### config.mk
export PLATFORM = sky130hd
export DESIGN_NAME = async_serial_transceiver
export DESIGN_NICKNAME = d
export VERILOG_FILES = /design/src/verilog/uart_pkg.sv /design/src/verilog/async_serial_transceiver.sv
export SDC_FILE = /design/constraint.sdc
export NUM_CORES = 1
export LEC_CHECK = 0
export BUFFER_PORTS_ARGS = -buffer_cell sky130_fd_sc_hd__buf_2
export CAP_MARGIN = 20
export CORE_MARGIN = 2
export CORE_UTILIZATION = 60
export CTS_BUF_LIST = sky130_fd_sc_hd__clkbuf_8
export DETAILED_ROUTE_END_ITERATION = 16
export PLACE_DENSITY_LB_ADDON = 0.12
export SLEW_MARGIN = 10
export SYNTH_ARGS = -nofsm -noshare
export SYNTH_HDL_FRONTEND = slang
export SYNTH_SLANG_ARGS = --single-unit
### constraint.sdc
create_clock -name CLK_IN -period 5.1 [get_ports CLK_IN]
set_input_delay 0.765 -clock CLK_IN [delete_from_list [all_inputs] [get_ports CLK_IN]]
set_output_delay 0.765 -clock CLK_IN [all_outputs]
set_load 0.1 [all_outputs]
### src/verilog/uart_pkg.sv
package uart_pkg;

  // ---------------------------------------------------------------
  // Register map
  // ---------------------------------------------------------------
  localparam int ADDR_W = 3;
  localparam int DATA_W = 8;
  localparam int RATE_W = 13;
  localparam logic [ADDR_W-1:0] RATE_LOW_OFF = 3'h0;
  localparam logic [ADDR_W-1:0] RATE_HIGH_OFF = 3'h1;
  localparam logic [ADDR_W-1:0] CTRL_STAT_OFF = 3'h2;
  localparam logic [ADDR_W-1:0] DATA_PORT_OFF = 3'h3;
  localparam logic [ADDR_W-1:0] COMPARE_OFF = 3'h4;
  localparam logic [ADDR_W-1:0] IRQ_FLAG_OFF = 3'h5;
  localparam logic [ADDR_W-1:0] IRQ_MASK_OFF = 3'h6;
  localparam logic [ADDR_W-1:0] ENABLE_OFF = 3'h7;

  // ---------------------------------------------------------------
  // Field positions
  // ---------------------------------------------------------------
  localparam int LEN_BIT = 0;
  localparam int PAR_BIT = 1;
  localparam int ODD_BIT = 2;
  localparam int STPB_BIT = 3;
  localparam int TX_ACTIVE_BIT = 0;
  localparam int FULL_BIT = 1;
  localparam int EMPTY_BIT = 2;
  localparam int PARITY_ERR_BIT = 3;
  localparam int OVERRUN_BIT = 4;
  localparam int FRAME_ERR_BIT = 5;
  localparam int BREAK_SEEN_BIT = 6;
  localparam int RX_ACTIVE_BIT = 7;
  localparam int IRQ_BREAK_BIT = 0;
  localparam int IRQ_ADDR_BIT = 1;
  localparam int IRQ_RX_BIT = 2;
  localparam int IRQ_W = 3;

  // ---------------------------------------------------------------
  // Reset values and timing
  // ---------------------------------------------------------------
  localparam logic [RATE_W-1:0] RATE_RESET = 13'h0000;
  localparam logic [3:0] CTRL_RESET = 4'h0;
  localparam logic [11:0] LINE_IDLE_FRAME = 12'hfff;
  localparam logic [3:0] FRAME_BASE_LEN = 4'h9;
  localparam logic [2:0] SAMPLE_POINT = 3'h4;
  localparam logic [2:0] LAST_PHASE = 3'h7;
  localparam logic [1:0] BREAK_GAP_LAST = 2'h1;
  localparam int FIFO_DEPTH_DEF = 2;

  typedef enum logic [1:0] {RX_IDLE, RX_FRAME, RX_BREAK} rx_state_t;

endpackage

### src/verilog/async_serial_transceiver.sv
// Contract
// - Sample tick from 13-bit down-counter at base clock/(setting+1); bit is 8 ticks.
// - Telegram: start, 7 or 8 data, optional parity, one or two stops.
// - Start bit opposite idle level; every stop bit at idle level.
// - Parity bit makes ones count odd or even as configured.
// - After reset stay in standby until enable bit set.
// - Received telegram equal to compare value sets address flag and interrupt.
// - Transmit end clearing busy always pulses interrupt, no flag, no mask; abort by clearing enable gives none.
// - Receive-complete each telegram, break each break, each masked.
// - Break and address set flags; receive flag only if FIFO was empty.
// - Interrupt pulses at most once per telegram.
// - Interrupt flags stay valid until end of next telegram.
// - No address event or flag on frame or parity error.
// - Data write loads shifter, sends start, sets busy; end clears busy, interrupts.
// - Falling edge starts reception; at end push FIFO, interrupt, clear busy.
// - Parity mismatch sets parity error; bad start or stop sets frame error.
// - Break after full telegram of low; then quarter bit high before reception.
// - Back-to-back telegrams without idle gap are received.
// - FIFO holds two telegrams with their status.
// - 2-of-3 majority filter, start on filtered fall, sample on fifth tick.
// - Third telegram lost and overrun set; full at second, empty none.
// - Data read pops entry so its status is replaced by next.
// - Clearing enable aborts transfers and resets internal registers.
module async_serial_transceiver #(
  parameter int FIFO_DEPTH = uart_pkg::FIFO_DEPTH_DEF
) (
  input wire logic CLK_IN,
  input wire logic RST_N_IN,
  input wire logic [uart_pkg::ADDR_W-1:0] ADDR_IN,
  input wire logic [uart_pkg::DATA_W-1:0] WDATA_IN,
  input wire logic WR_IN,
  input wire logic RD_IN,
  output logic [uart_pkg::DATA_W-1:0] RDATA_OUT,
  input wire logic RX_IN,
  output logic TX_OUT,
  output logic IRQ_OUT
);
  import uart_pkg::*;

  localparam int CNT_W = $clog2(FIFO_DEPTH + 1);

  // ---------------------------------------------------------------
  // Register file
  // ---------------------------------------------------------------
  logic enable_reg;
  logic [7:0] rate_low_byte_reg;
  logic [RATE_W-1:0] rate_value_reg;
  logic [3:0] control_status_reg;
  logic [7:0] compare_value_reg;
  logic [IRQ_W-1:0] irq_mask_reg;
  logic [IRQ_W-1:0] irq_flag_reg;
  logic [IRQ_W-1:0] irq_flag_next;
  logic [7:0] rd_next;
  logic [7:0] status_byte;
  logic tx_load;
  logic pop;

  assign tx_load = WR_IN && ADDR_IN == DATA_PORT_OFF && enable_reg;

  always_ff @(posedge CLK_IN or negedge RST_N_IN) begin
    if (!RST_N_IN) begin
      enable_reg <= 1'b0;
    end else if (WR_IN && ADDR_IN == ENABLE_OFF) begin
      enable_reg <= WDATA_IN[0];
    end
  end

  // Standby holds configuration at reset; it is loaded after enabling
  always_ff @(posedge CLK_IN or negedge RST_N_IN) begin
    if (!RST_N_IN) begin
      rate_low_byte_reg <= 8'h00;
      rate_value_reg <= RATE_RESET;
      control_status_reg <= CTRL_RESET;
      compare_value_reg <= 8'h00;
      irq_mask_reg <= '0;
    end else if (!enable_reg) begin
      rate_low_byte_reg <= 8'h00;
      rate_value_reg <= RATE_RESET;
      control_status_reg <= CTRL_RESET;
      compare_value_reg <= 8'h00;
      irq_mask_reg <= '0;
    end else if (WR_IN) begin
      unique case (ADDR_IN)
        RATE_LOW_OFF: rate_low_byte_reg <= WDATA_IN;
        // Low byte waits in a shadow so the counter never sees half a value
        RATE_HIGH_OFF: rate_value_reg <= {WDATA_IN[4:0], rate_low_byte_reg};
        CTRL_STAT_OFF: control_status_reg <= WDATA_IN[3:0];
        COMPARE_OFF: compare_value_reg <= WDATA_IN;
        IRQ_MASK_OFF: irq_mask_reg <= WDATA_IN[IRQ_W-1:0];
        default: ;
      endcase
    end
  end

  // ---------------------------------------------------------------
  // Sample clock generator
  // ---------------------------------------------------------------
  logic [RATE_W-1:0] baud_cnt_reg;
  logic baud_tick_reg;

  always_ff @(posedge CLK_IN or negedge RST_N_IN) begin
    if (!RST_N_IN) begin
      baud_cnt_reg <= RATE_RESET;
      baud_tick_reg <= 1'b0;
    end else if (!enable_reg) begin
      baud_cnt_reg <= RATE_RESET;
      baud_tick_reg <= 1'b0;
    end else if (baud_cnt_reg == RATE_RESET) begin
      baud_cnt_reg <= rate_value_reg;
      baud_tick_reg <= 1'b1;
    end else begin
      baud_cnt_reg <= baud_cnt_reg - 13'h0001;
      baud_tick_reg <= 1'b0;
    end
  end

  // ---------------------------------------------------------------
  // Telegram format helpers
  // ---------------------------------------------------------------
  function automatic logic [3:0] frame_len(input logic [3:0] cfg);
    frame_len = FRAME_BASE_LEN + {3'h0, cfg[LEN_BIT]} + {3'h0, cfg[PAR_BIT]}
      + {3'h0, cfg[STPB_BIT]};
  endfunction

  function automatic logic [11:0] build_frame(input logic [7:0] d, input logic [3:0] cfg);
    logic [11:0] f;
    logic [7:0] dm;
    int dl;
    dl = cfg[LEN_BIT] ? 8 : 7;
    dm = cfg[LEN_BIT] ? d : {1'b0, d[6:0]};
    f = LINE_IDLE_FRAME;
    f[0] = 1'b0;
    for (int i = 0; i < 8; i++) begin
      if (i < dl) begin
        f[i+1] = dm[i];
      end
    end
    if (cfg[PAR_BIT]) begin
      f[dl+1] = (^dm) ^ cfg[ODD_BIT];
    end
    build_frame = f;
  endfunction

  // ---------------------------------------------------------------
  // Transmitter
  // ---------------------------------------------------------------
  logic [11:0] tx_frame_reg;
  logic [3:0] tx_bits_reg;
  logic [2:0] tx_phase_reg;
  logic tx_active_reg;
  logic tx_done_now;

  assign tx_done_now = tx_active_reg && baud_tick_reg && tx_phase_reg == LAST_PHASE
    && tx_bits_reg == 4'h1;

  // A load while busy restarts the telegram; software is expected to wait
  always_ff @(posedge CLK_IN or negedge RST_N_IN) begin
    if (!RST_N_IN) begin
      tx_frame_reg <= LINE_IDLE_FRAME;
      tx_bits_reg <= 4'h0;
      tx_phase_reg <= 3'h0;
      tx_active_reg <= 1'b0;
    end else if (!enable_reg) begin
      tx_frame_reg <= LINE_IDLE_FRAME;
      tx_bits_reg <= 4'h0;
      tx_phase_reg <= 3'h0;
      tx_active_reg <= 1'b0;
    end else if (tx_load) begin
      tx_frame_reg <= build_frame(WDATA_IN, control_status_reg);
      tx_bits_reg <= frame_len(control_status_reg);
      tx_phase_reg <= 3'h0;
      tx_active_reg <= 1'b1;
    end else if (tx_active_reg && baud_tick_reg) begin
      tx_phase_reg <= tx_phase_reg + 3'h1;
      if (tx_phase_reg == LAST_PHASE) begin
        tx_frame_reg <= {1'b1, tx_frame_reg[11:1]};
        tx_bits_reg <= tx_bits_reg - 4'h1;
        if (tx_bits_reg == 4'h1) begin
          tx_active_reg <= 1'b0;
        end
      end
    end
  end

  assign TX_OUT = tx_frame_reg[0];

  // ---------------------------------------------------------------
  // Receive input filter
  // ---------------------------------------------------------------
  logic rx_meta_reg;
  logic rx_sync_reg;
  logic samp_a_reg;
  logic samp_b_reg;
  logic filt_reg;
  logic maj_now;
  logic fall_now;

  always_ff @(posedge CLK_IN or negedge RST_N_IN) begin
    if (!RST_N_IN) begin
      rx_meta_reg <= 1'b1;
      rx_sync_reg <= 1'b1;
    end else begin
      rx_meta_reg <= RX_IN;
      rx_sync_reg <= rx_meta_reg;
    end
  end

  assign maj_now = (samp_a_reg & samp_b_reg) | (samp_a_reg & rx_sync_reg)
    | (samp_b_reg & rx_sync_reg);
  assign fall_now = baud_tick_reg && filt_reg && !maj_now;

  always_ff @(posedge CLK_IN or negedge RST_N_IN) begin
    if (!RST_N_IN) begin
      samp_a_reg <= 1'b1;
      samp_b_reg <= 1'b1;
      filt_reg <= 1'b1;
    end else if (!enable_reg) begin
      samp_a_reg <= 1'b1;
      samp_b_reg <= 1'b1;
      filt_reg <= 1'b1;
    end else if (baud_tick_reg) begin
      samp_b_reg <= samp_a_reg;
      samp_a_reg <= rx_sync_reg;
      filt_reg <= maj_now;
    end
  end

  // ---------------------------------------------------------------
  // Receiver
  // ---------------------------------------------------------------
  rx_state_t rx_state_reg;
  logic [2:0] rx_phase_reg;
  logic [3:0] rx_bits_reg;
  logic [11:0] rx_shift_reg;
  logic rx_any_high_reg;
  logic [6:0] low_cnt_reg;
  logic [1:0] high_cnt_reg;
  logic [3:0] len_now;
  logic sample_now;
  logic last_now;
  logic break_now;
  logic [11:0] rx_word;
  logic [7:0] rx_data;
  logic rx_pe;
  logic rx_fe;
  logic [3:0] par_idx;
  logic [3:0] stop_idx;

  assign len_now = frame_len(control_status_reg);
  assign sample_now = baud_tick_reg && rx_state_reg == RX_FRAME && rx_phase_reg == SAMPLE_POINT;
  assign last_now = sample_now && rx_bits_reg == 4'h1;
  // Break length counts a whole telegram of filtered low samples
  assign break_now = baud_tick_reg && !maj_now && rx_state_reg != RX_BREAK
    && low_cnt_reg == {len_now, 3'h0} - 7'h01;

  always_comb begin
    rx_word = {maj_now, rx_shift_reg[11:1]} >> (4'hc - len_now);
    rx_data = control_status_reg[LEN_BIT] ? rx_word[8:1] : {1'b0, rx_word[7:1]};
    par_idx = control_status_reg[LEN_BIT] ? 4'h9 : 4'h8;
    stop_idx = par_idx + {3'h0, control_status_reg[PAR_BIT]};
    rx_pe = control_status_reg[PAR_BIT]
      && (rx_word[par_idx] != ((^rx_data) ^ control_status_reg[ODD_BIT]));
    rx_fe = rx_word[0] || !rx_word[stop_idx]
      || (control_status_reg[STPB_BIT] && !rx_word[stop_idx+4'h1]);
  end

  always_ff @(posedge CLK_IN or negedge RST_N_IN) begin
    if (!RST_N_IN) begin
      rx_state_reg <= RX_IDLE;
      rx_phase_reg <= 3'h0;
      rx_bits_reg <= 4'h0;
      rx_shift_reg <= 12'h000;
      rx_any_high_reg <= 1'b0;
      high_cnt_reg <= 2'h0;
    end else if (!enable_reg) begin
      rx_state_reg <= RX_IDLE;
      rx_phase_reg <= 3'h0;
      rx_bits_reg <= 4'h0;
      rx_shift_reg <= 12'h000;
      rx_any_high_reg <= 1'b0;
      high_cnt_reg <= 2'h0;
    end else if (break_now) begin
      rx_state_reg <= RX_BREAK;
      high_cnt_reg <= 2'h0;
    end else begin
      unique case (rx_state_reg)
        RX_IDLE: begin
          if (fall_now) begin
            rx_state_reg <= RX_FRAME;
            rx_phase_reg <= 3'h1;
            rx_bits_reg <= len_now;
            rx_any_high_reg <= 1'b0;
          end
        end
        RX_FRAME: begin
          if (baud_tick_reg) begin
            rx_phase_reg <= rx_phase_reg + 3'h1;
          end
          if (sample_now) begin
            rx_shift_reg <= {maj_now, rx_shift_reg[11:1]};
            rx_any_high_reg <= rx_any_high_reg | maj_now;
            rx_bits_reg <= rx_bits_reg - 4'h1;
            if (rx_bits_reg == 4'h1) begin
              rx_state_reg <= RX_IDLE;
            end
          end
        end
        RX_BREAK: begin
          if (baud_tick_reg) begin
            high_cnt_reg <= maj_now ? high_cnt_reg + 2'h1 : 2'h0;
            if (maj_now && high_cnt_reg == BREAK_GAP_LAST) begin
              rx_state_reg <= RX_IDLE;
            end
          end
        end
      endcase
    end
  end

  // A break beginning inside a telegram is counted from that telegram's end
  always_ff @(posedge CLK_IN or negedge RST_N_IN) begin
    if (!RST_N_IN) begin
      low_cnt_reg <= 7'h00;
    end else if (!enable_reg || break_now) begin
      low_cnt_reg <= 7'h00;
    end else if (baud_tick_reg && rx_state_reg != RX_BREAK) begin
      if (maj_now || (last_now && rx_any_high_reg)) begin
        low_cnt_reg <= 7'h00;
      end else begin
        low_cnt_reg <= low_cnt_reg + 7'h01;
      end
    end
  end

  // ---------------------------------------------------------------
  // Receive FIFO
  // ---------------------------------------------------------------
  logic [7:0] fifo_data [FIFO_DEPTH];
  logic [2:0] fifo_stat [FIFO_DEPTH];
  logic [CNT_W-1:0] fifo_cnt_reg;
  logic [CNT_W-1:0] wr_idx;
  logic overrun_reg;
  logic rx_evt_end;
  logic push;
  logic fifo_full;
  logic fifo_empty;
  logic [7:0] entry_data;
  logic [2:0] entry_stat;

  assign fifo_full = fifo_cnt_reg == CNT_W'(FIFO_DEPTH);
  assign fifo_empty = fifo_cnt_reg == '0;
  assign pop = RD_IN && ADDR_IN == DATA_PORT_OFF && enable_reg && !fifo_empty;
  assign rx_evt_end = last_now || break_now;
  assign push = rx_evt_end && (!fifo_full || pop);
  assign wr_idx = fifo_cnt_reg - CNT_W'(pop);
  assign entry_data = break_now ? 8'h00 : rx_data;
  assign entry_stat = break_now ? 3'h6 : {1'b0, rx_fe, rx_pe};

  always_ff @(posedge CLK_IN or negedge RST_N_IN) begin
    if (!RST_N_IN) begin
      fifo_cnt_reg <= '0;
      for (int i = 0; i < FIFO_DEPTH; i++) begin
        fifo_data[i] <= 8'h00;
        fifo_stat[i] <= 3'h0;
      end
    end else if (!enable_reg) begin
      // Status is read from the head even when empty, so stale entries must go
      fifo_cnt_reg <= '0;
      for (int i = 0; i < FIFO_DEPTH; i++) begin
        fifo_data[i] <= 8'h00;
        fifo_stat[i] <= 3'h0;
      end
    end else begin
      fifo_cnt_reg <= fifo_cnt_reg + CNT_W'(push) - CNT_W'(pop);
      for (int i = 0; i < FIFO_DEPTH; i++) begin
        if (push && wr_idx == CNT_W'(i)) begin
          fifo_data[i] <= entry_data;
          fifo_stat[i] <= entry_stat;
        end else if (pop) begin
          fifo_data[i] <= fifo_data[(i+1)%FIFO_DEPTH];
          fifo_stat[i] <= fifo_stat[(i+1)%FIFO_DEPTH];
        end
      end
    end
  end

  // Overrun is sticky until the next data read; a new loss wins
  always_ff @(posedge CLK_IN or negedge RST_N_IN) begin
    if (!RST_N_IN) begin
      overrun_reg <= 1'b0;
    end else if (!enable_reg) begin
      overrun_reg <= 1'b0;
    end else if (rx_evt_end && !push) begin
      overrun_reg <= 1'b1;
    end else if (pop) begin
      overrun_reg <= 1'b0;
    end
  end

  // ---------------------------------------------------------------
  // Events and interrupt
  // ---------------------------------------------------------------
  logic addr_hit;
  logic irq_rx;
  logic irq_reg;

  // Full 8-bit compare: in 7-bit mode the compare MSB must be zero
  assign addr_hit = last_now && !rx_pe && !rx_fe && rx_data == compare_value_reg;

  always_comb begin
    irq_flag_next = '0;
    irq_flag_next[IRQ_BREAK_BIT] = break_now && irq_mask_reg[IRQ_BREAK_BIT];
    irq_flag_next[IRQ_ADDR_BIT] = addr_hit && irq_mask_reg[IRQ_ADDR_BIT];
    irq_flag_next[IRQ_RX_BIT] = last_now && irq_mask_reg[IRQ_RX_BIT] && fifo_empty;
  end

  assign irq_rx = (last_now && irq_mask_reg[IRQ_RX_BIT])
    || (addr_hit && irq_mask_reg[IRQ_ADDR_BIT])
    || (break_now && irq_mask_reg[IRQ_BREAK_BIT]);

  always_ff @(posedge CLK_IN or negedge RST_N_IN) begin
    if (!RST_N_IN) begin
      irq_flag_reg <= '0;
    end else if (!enable_reg) begin
      irq_flag_reg <= '0;
    end else if (rx_evt_end) begin
      irq_flag_reg <= irq_flag_next;
    end
  end

  // All events of one telegram land on one edge, so they merge into one pulse
  always_ff @(posedge CLK_IN or negedge RST_N_IN) begin
    if (!RST_N_IN) begin
      irq_reg <= 1'b0;
    end else begin
      irq_reg <= enable_reg && (tx_done_now || irq_rx);
    end
  end

  assign IRQ_OUT = irq_reg;

  // ---------------------------------------------------------------
  // Read port
  // ---------------------------------------------------------------
  always_comb begin
    status_byte = 8'h00;
    status_byte[TX_ACTIVE_BIT] = tx_active_reg;
    status_byte[FULL_BIT] = fifo_full;
    status_byte[EMPTY_BIT] = fifo_empty;
    status_byte[PARITY_ERR_BIT] = fifo_stat[0][0];
    status_byte[OVERRUN_BIT] = overrun_reg;
    status_byte[FRAME_ERR_BIT] = fifo_stat[0][1];
    status_byte[BREAK_SEEN_BIT] = fifo_stat[0][2];
    status_byte[RX_ACTIVE_BIT] = rx_state_reg == RX_FRAME;
  end

  always_comb begin
    rd_next = 8'h00;
    unique case (ADDR_IN)
      RATE_LOW_OFF: rd_next = rate_value_reg[7:0];
      RATE_HIGH_OFF: rd_next = {3'h0, rate_value_reg[12:8]};
      CTRL_STAT_OFF: rd_next = status_byte;
      DATA_PORT_OFF: rd_next = fifo_empty ? 8'h00 : fifo_data[0];
      COMPARE_OFF: rd_next = compare_value_reg;
      IRQ_FLAG_OFF: rd_next = {5'h00, irq_flag_reg};
      IRQ_MASK_OFF: rd_next = {5'h00, irq_mask_reg};
      ENABLE_OFF: rd_next = {7'h00, enable_reg};
    endcase
  end

  always_ff @(posedge CLK_IN or negedge RST_N_IN) begin
    if (!RST_N_IN) begin
      RDATA_OUT <= 8'h00;
    end else begin
      RDATA_OUT <= RD_IN ? rd_next : 8'h00;
    end
  end
endmodule // async_serial_transceiver

Word level (Yosys, flattened, before mapping) --
Cells that the tools add are included.
Storage, ports and cells: memory bits (read-only) 0, bits in writable memories 0, word-level logic and storage cells 329, bits in registers 144, output and inout port bits 10, memories kept 0, latch bits 0
Operators by class: shifts and indexed selects 1, reductions and logical operators 73, magnitude comparators 13, bitwise operators 8, equality and inequality tests 48, add/subtract/negate cells 18, div/mod/pow operators 0, muxes and demuxes 135, multipliers 0
Operator list (count):
- 8-bit 2-to-1 mux | 15
- 12-bit 2-to-1 mux | 9
- 13-bit 2-to-1 mux | 5
- 8-bit case mux with 8 select lines | 1
- 3-bit 2-to-1 mux | 17
- 1-bit 2-to-1 mux | 49
- 4-bit 2-to-1 mux | 12
- 1-bit logical AND | 35
- 3-bit by 1-bit inequality test with 1-bit output, second input constant | 9
- 2-bit 2-to-1 mux | 13
- 7-bit 2-to-1 mux | 3
- 3-bit equality test, second input constant | 6
- 2-bit by 1-bit inequality test with 1-bit output, second input constant | 9
- 3-bit by 4-bit less-than comparator with 1-bit output, first input constant | 4
- 16-bit 2-to-1 mux | 1
- 8-bit parity | 2
- 4-bit by 5-bit less-than comparator with 1-bit output, second input constant | 3
- 2-bit AND reduction | 7
- 13-bit zero test | 1
- 13-bit by 1-bit subtractor with 13-bit output, second input constant | 1
- 4-bit by 1-bit adder with 4-bit output | 3
- 1-bit binary-select mux with 4-bit select | 3
- 12-bit bitwise mux | 1
- 4-bit inequality test, second input constant | 3
- other kinds (45) | 84

Depth between registers and ports, before layout --
depth in word-level cells 19, mapped depth 16, mapped depth without buffers 16

Worst setup path after synthesis --
No wires, ideal clock.
path kind input port to flip-flop, start point in ADDR_IN[2] in the netlist's numbering, end point reg fifo_stat[2] in the netlist's numbering, slack 1405 ps, required time 4980 ps, library setup time 120 ps, cell stages on the path 12, arrival 3576 ps, cell sequence clkbuf_1 > nand2b_1 > nor2_1 > nand3_1 > inv_2 > buf_1 > ha_1 > xor2_1 > a2111oi_2 > clkbuf_1 > nand2_1 > and3_1
Between the ends: cells in the longest elaborated chain, start to end 9, elaborated cells between the ends (all ways) 12
RTL lines:
- start, declared | line async_serial_transceiver.sv:29 | input wire logic [uart_pkg::ADDR_W-1:0] ADDR_IN,
- 3-bit by 2-bit equality test with 1-bit output (*) | line async_serial_transceiver.sv:352 | assign pop = RD_IN && ADDR_IN == DATA_PORT_OFF && enable_reg && !fifo_empty;
- 1-bit logical AND (*) (3 in series) | line async_serial_transceiver.sv:352
- 2-bit by 1-bit subtractor with 2-bit output or 1-bit logical OR (tied branches) | line async_serial_transceiver.sv:355, async_serial_transceiver.sv:354
- 2-bit by 1-bit equality test with 1-bit output or 1-bit logical AND (tied branches) | line async_serial_transceiver.sv:376, async_serial_transceiver.sv:354
- 1-bit logical AND | line async_serial_transceiver.sv:376 | if (push && wr_idx == CNT_W'(i)) begin
- 3-bit 2-to-1 mux | line async_serial_transceiver.sv:376
- 6-bit 2-to-1 mux | line async_serial_transceiver.sv:366 | end else if (!enable_reg) begin
- end signal, assigned by index | line async_serial_transceiver.sv:378 | fifo_stat[i] <= entry_stat;
- end signal, assigned by index | line async_serial_transceiver.sv:381 | fifo_stat[i] <= fifo_stat[(i+1)%FIFO_DEPTH];
- end, declared | line async_serial_transceiver.sv:339 | logic [2:0] fifo_stat [FIFO_DEPTH];
Every way passes the cells marked *; elsewhere a longest branch is shown, timed or not. A chain may end at the register's enable or synchronous reset.

Worst setup path after layout --
start point reg control_status_reg[1], end point reg fifo_stat[3] in the netlist's numbering
Between the ends: cells in the longest elaborated chain, start to end 12, elaborated cells between the ends (all ways) 21
RTL lines:
- start, declared | line async_serial_transceiver.sv:48 | logic [3:0] control_status_reg;
- start signal, assigned | line async_serial_transceiver.sv:87 | CTRL_STAT_OFF: control_status_reg <= WDATA_IN[3:0];
- branches (longest 12 deep; another with 4-bit by 1-bit adder with 4-bit output)
Parallel ways; which one is timed is not known. The select of a mux whose other input is x is not followed.

==> results.sh <==
export IMPL_start_util_pct=61.96
export IMPL_synth_area_per_cell_sq_um=8.658
export IMPL_layout_common_cells="187 x nand2_1, 126 x dfrtp_1, 89 x a21oi_1"
export IMPL_synth_top_area_share_pct=37.97
export IMPL_skew_ps=16.17
export IMPL_cp_num_buf_inv=1
export IMPL_ioPinCount=26
export IMPL_largest_reg_flops=16
export IMPL_crit_fanout=21
export IMPL_synthArstFlopShare_pct=100.0
export IMPL_tightest_slew_ps=1090
export IMPL_synth_area_leaders="dfrtp_1 38%, nand2_1 8.5%, a21oi_1 5.4%"
export IMPL_fmax_ghz=0.2256
export IMPL_layout_min_cycle_time_ps=4433
export IMPL_viasPerCell=6.324
export IMPL_drc=0
export IMPL_routabilityCongestion=0.9090
export IMPL_core_area_sq_mm=0.01340
export IMPL_p_sw_share_pct=34.53
export IMPL_drv_slew=0
export IMPL_antenna_found_initial=0
export IMPL_synth_top_family_by_area="simple AND/OR/NAND/NOR gates"
export IMPL_grt_pass1_wl_mm=36.22
export IMPL_tns_ps=0
export IMPL_port_buffers=25
export IMPL_die_width_microns=121.6
export IMPL_min_delay_start="rx_meta_reg$_DFF_PN1_"
export IMPL_final_util_pct=66.29
export IMPL_maxCapViolations=0
export IMPL_cts_hold_buf=0
export IMPL_placed_cells=1110
export IMPL_yosysSeqAreaShare_pct=42.72
export IMPL_finalHoldViolations=0
export IMPL_pwr_share_seq_pct=43.5
export IMPL_cp_start_kind="flip-flop"
export IMPL_crit_arrival_ps=4830
export IMPL_areaGrowthSynthToFinish_pct=6.992
export IMPL_synthCells=959
export IMPL_cts_tree="done"
export IMPL_synth_simple_area_share_pct=20.45
export IMPL_stdcell_count=1142
export IMPL_path_cells="inv_1 > fa_1 > mux4_2 > nand2_1 > nand2_1 > a221oi_2 > xnor3_1 > or4_1 > nand3_1"
export IMPL_clockBufferDepth=2
export IMPL_routed_wl_mm=22.27
export IMPL_root_buffer="clkbuf_8"
export IMPL_synth_flop_cell="dfrtp_1"
export IMPL_cpLargestDelayFamily="adder cells"
export IMPL_wl_met2_mm=10.06
export IMPL_wl_met1_mm=9.955
export IMPL_wl_per_cell_microns=19.50
export IMPL_drtPass1Iterations=5
export IMPL_die_area_sq_mm=0.01480
export IMPL_wl_met3_mm=1.724
export IMPL_cp_slowest_cell="fa_1"
export IMPL_post_route_period_util_pct=86.92
export IMPL_r2r_start="control_status_reg[1]$_DFFE_PN0P_"
export IMPL_std_cell_rows=42
export IMPL_internal_power_w=0.001918
export IMPL_hold_class="flip-flop to flip-flop"
export IMPL_cts_sinks=141
export IMPL_htreeDepth=4
export IMPL_grt_pass1_vias=6887
export IMPL_p_clk_share_pct=31.3
export IMPL_layout_setup_ws_ps=667.0
export IMPL_fp_dieH_microns=121.6
export IMPL_gr_total_overflow=0
export IMPL_clkLatencyLatePin_ps=470
export IMPL_post_route_cells_drive_above_1_share_pct=10.87
export IMPL_cts_buffers=17
export IMPL_rsz0062_at_grt="no"
export IMPL_diodes=0
export IMPL_p_total_w=0.002929
export IMPL_dpl_hpwl_mm=15.67
export IMPL_worst_setup_path_type="flip-flop to flip-flop"
export IMPL_synth_area_sq_mm=0.008303
export IMPL_ys_warnings_count=0
export IMPL_grt_use_total_pct=32.02
export IMPL_combPwrFrac_pct=25.1
export IMPL_cp_end_kind="flip-flop"
export IMPL_vias=7222
export IMPL_ant_nets=0
export IMPL_power_density_mw_per_mm2=329.7
export IMPL_ys_ff_latch=141
export IMPL_clk_pin_slew_ps=80
export IMPL_grt_max_degree=99
export IMPL_synth_cell_type_count=81
export IMPL_ir_drop_v=0.0002188
export IMPL_top_layer="met4"
export IMPL_cp_common_cell="nand2_1"
export IMPL_synth_edf_count=0
export IMPL_synthAdderAreaFrac_pct=4.144
export IMPL_cellLeakagePower_nw=3.845
export IMPL_final_common_cell="nand2_1"
export IMPL_p_switching_w=0.001011
export IMPL_nets=995
export IMPL_status="finished clean"
export IMPL_post_cts_buffers=0
export IMPL_cpPeakStageDelay_ps=1170
export IMPL_synth_compound_area_share_pct=17.95
export IMPL_setup_viol=0
export IMPL_slew_headroom_pct=27.09
export IMPL_drt_iter0_markers=779
export IMPL_required_ps=5500
export IMPL_cp_startpoint="control_status_reg[1]$_DFFE_PN0P_"
export IMPL_cts_resized_gates=0
export IMPL_syn_nets=1001
export IMPL_yosysTopAreaCell="dfrtp_1"
export IMPL_synth_xor_area_share_pct=4.626
export IMPL_synthMuxAreaShare_pct=5.591
export IMPL_post_place_ws_ps=662.1
## power by group through the flow
stage          combinational (W)  sequential (W)  clock (W)
6_report                0.000736         0.00128   0.000918
5_1_grt                 0.000821         0.00129   0.000970
4_1_cts                 0.000731         0.00127   0.000931
3_5_place_dp            0.000721         0.00130          0
3_3_place_gp            0.000691         0.00129          0
2_1_floorplan           0.000535         0.00129          0
## synthesized netlist by cell type, drive strengths merged, types with 13 or more instances
library cell and instances:
a211oi 13, a21oi 89, clkbuf 48, dfrtp 126, dfstp 15, ha 25, inv 36, mux2i 25
nand2 187, nand3 37, nor2 85, nor3 20, o21ai 50, xnor2 20, xor2 16
## final cells by class
type	count	area [sq um]
Fill cell	1136	4517
Multi-Input combinational cell	722	4380
Sequential cell	141	3547
Clock buffer	20	275.3
Tap cell	176	220.2
Timing Repair Buffer	34	198.9
Inverter	37	138.9
Clock inverter	12	122.6
## per-stage QoR
stage / area [sq um] / hold WS [ps]
global placement: 8486 / 348.8
CTS: 8884 / 360.8
global route: 8884 / 355.3
detailed placement: 8486 / 349.5
finish: 8884 / 359.2
floorplan: 8303 / 345.2
## routing by layer
layer	track usage, %	up-vias
met1	46.28	3518
met3	7.678	50
met2	47.82	329
met5	0	-
met4	10.42	0
li1	-	3325
## path summary, 6_finish.rpt
check | slack (ps) | cells past startpoint | to
hold reg to reg | 360 | 0 | rx_sync_reg$_DFF_PN1_
setup reg to reg | 670 | 9 | fifo_stat[3]$_DFFE_PN0P_
hold / removal | 360 | 0 | rx_sync_reg$_DFF_PN1_
max in group asynchronous | 3570 | 2 | tx_frame_reg[2]$_DFFE_PN1P_
setup / recovery | 670 | 9 | fifo_stat[3]$_DFFE_PN0P_
min in group asynchronous | 370 | 1 | high_cnt_reg[0]$_DFFE_PN0P_
## logic make-up (layout without fill, tap and decap cells)
kind of cell    after synthesis  in the layout
compound gates              235            235
xor+xnor                     39             39
fa+ha+maj                    27             27
buf+inv                      96            103
flops                       141            141
mux                          37             37
simple gates                384            384
Note: power is estimated with default switching activity, not from simulation.
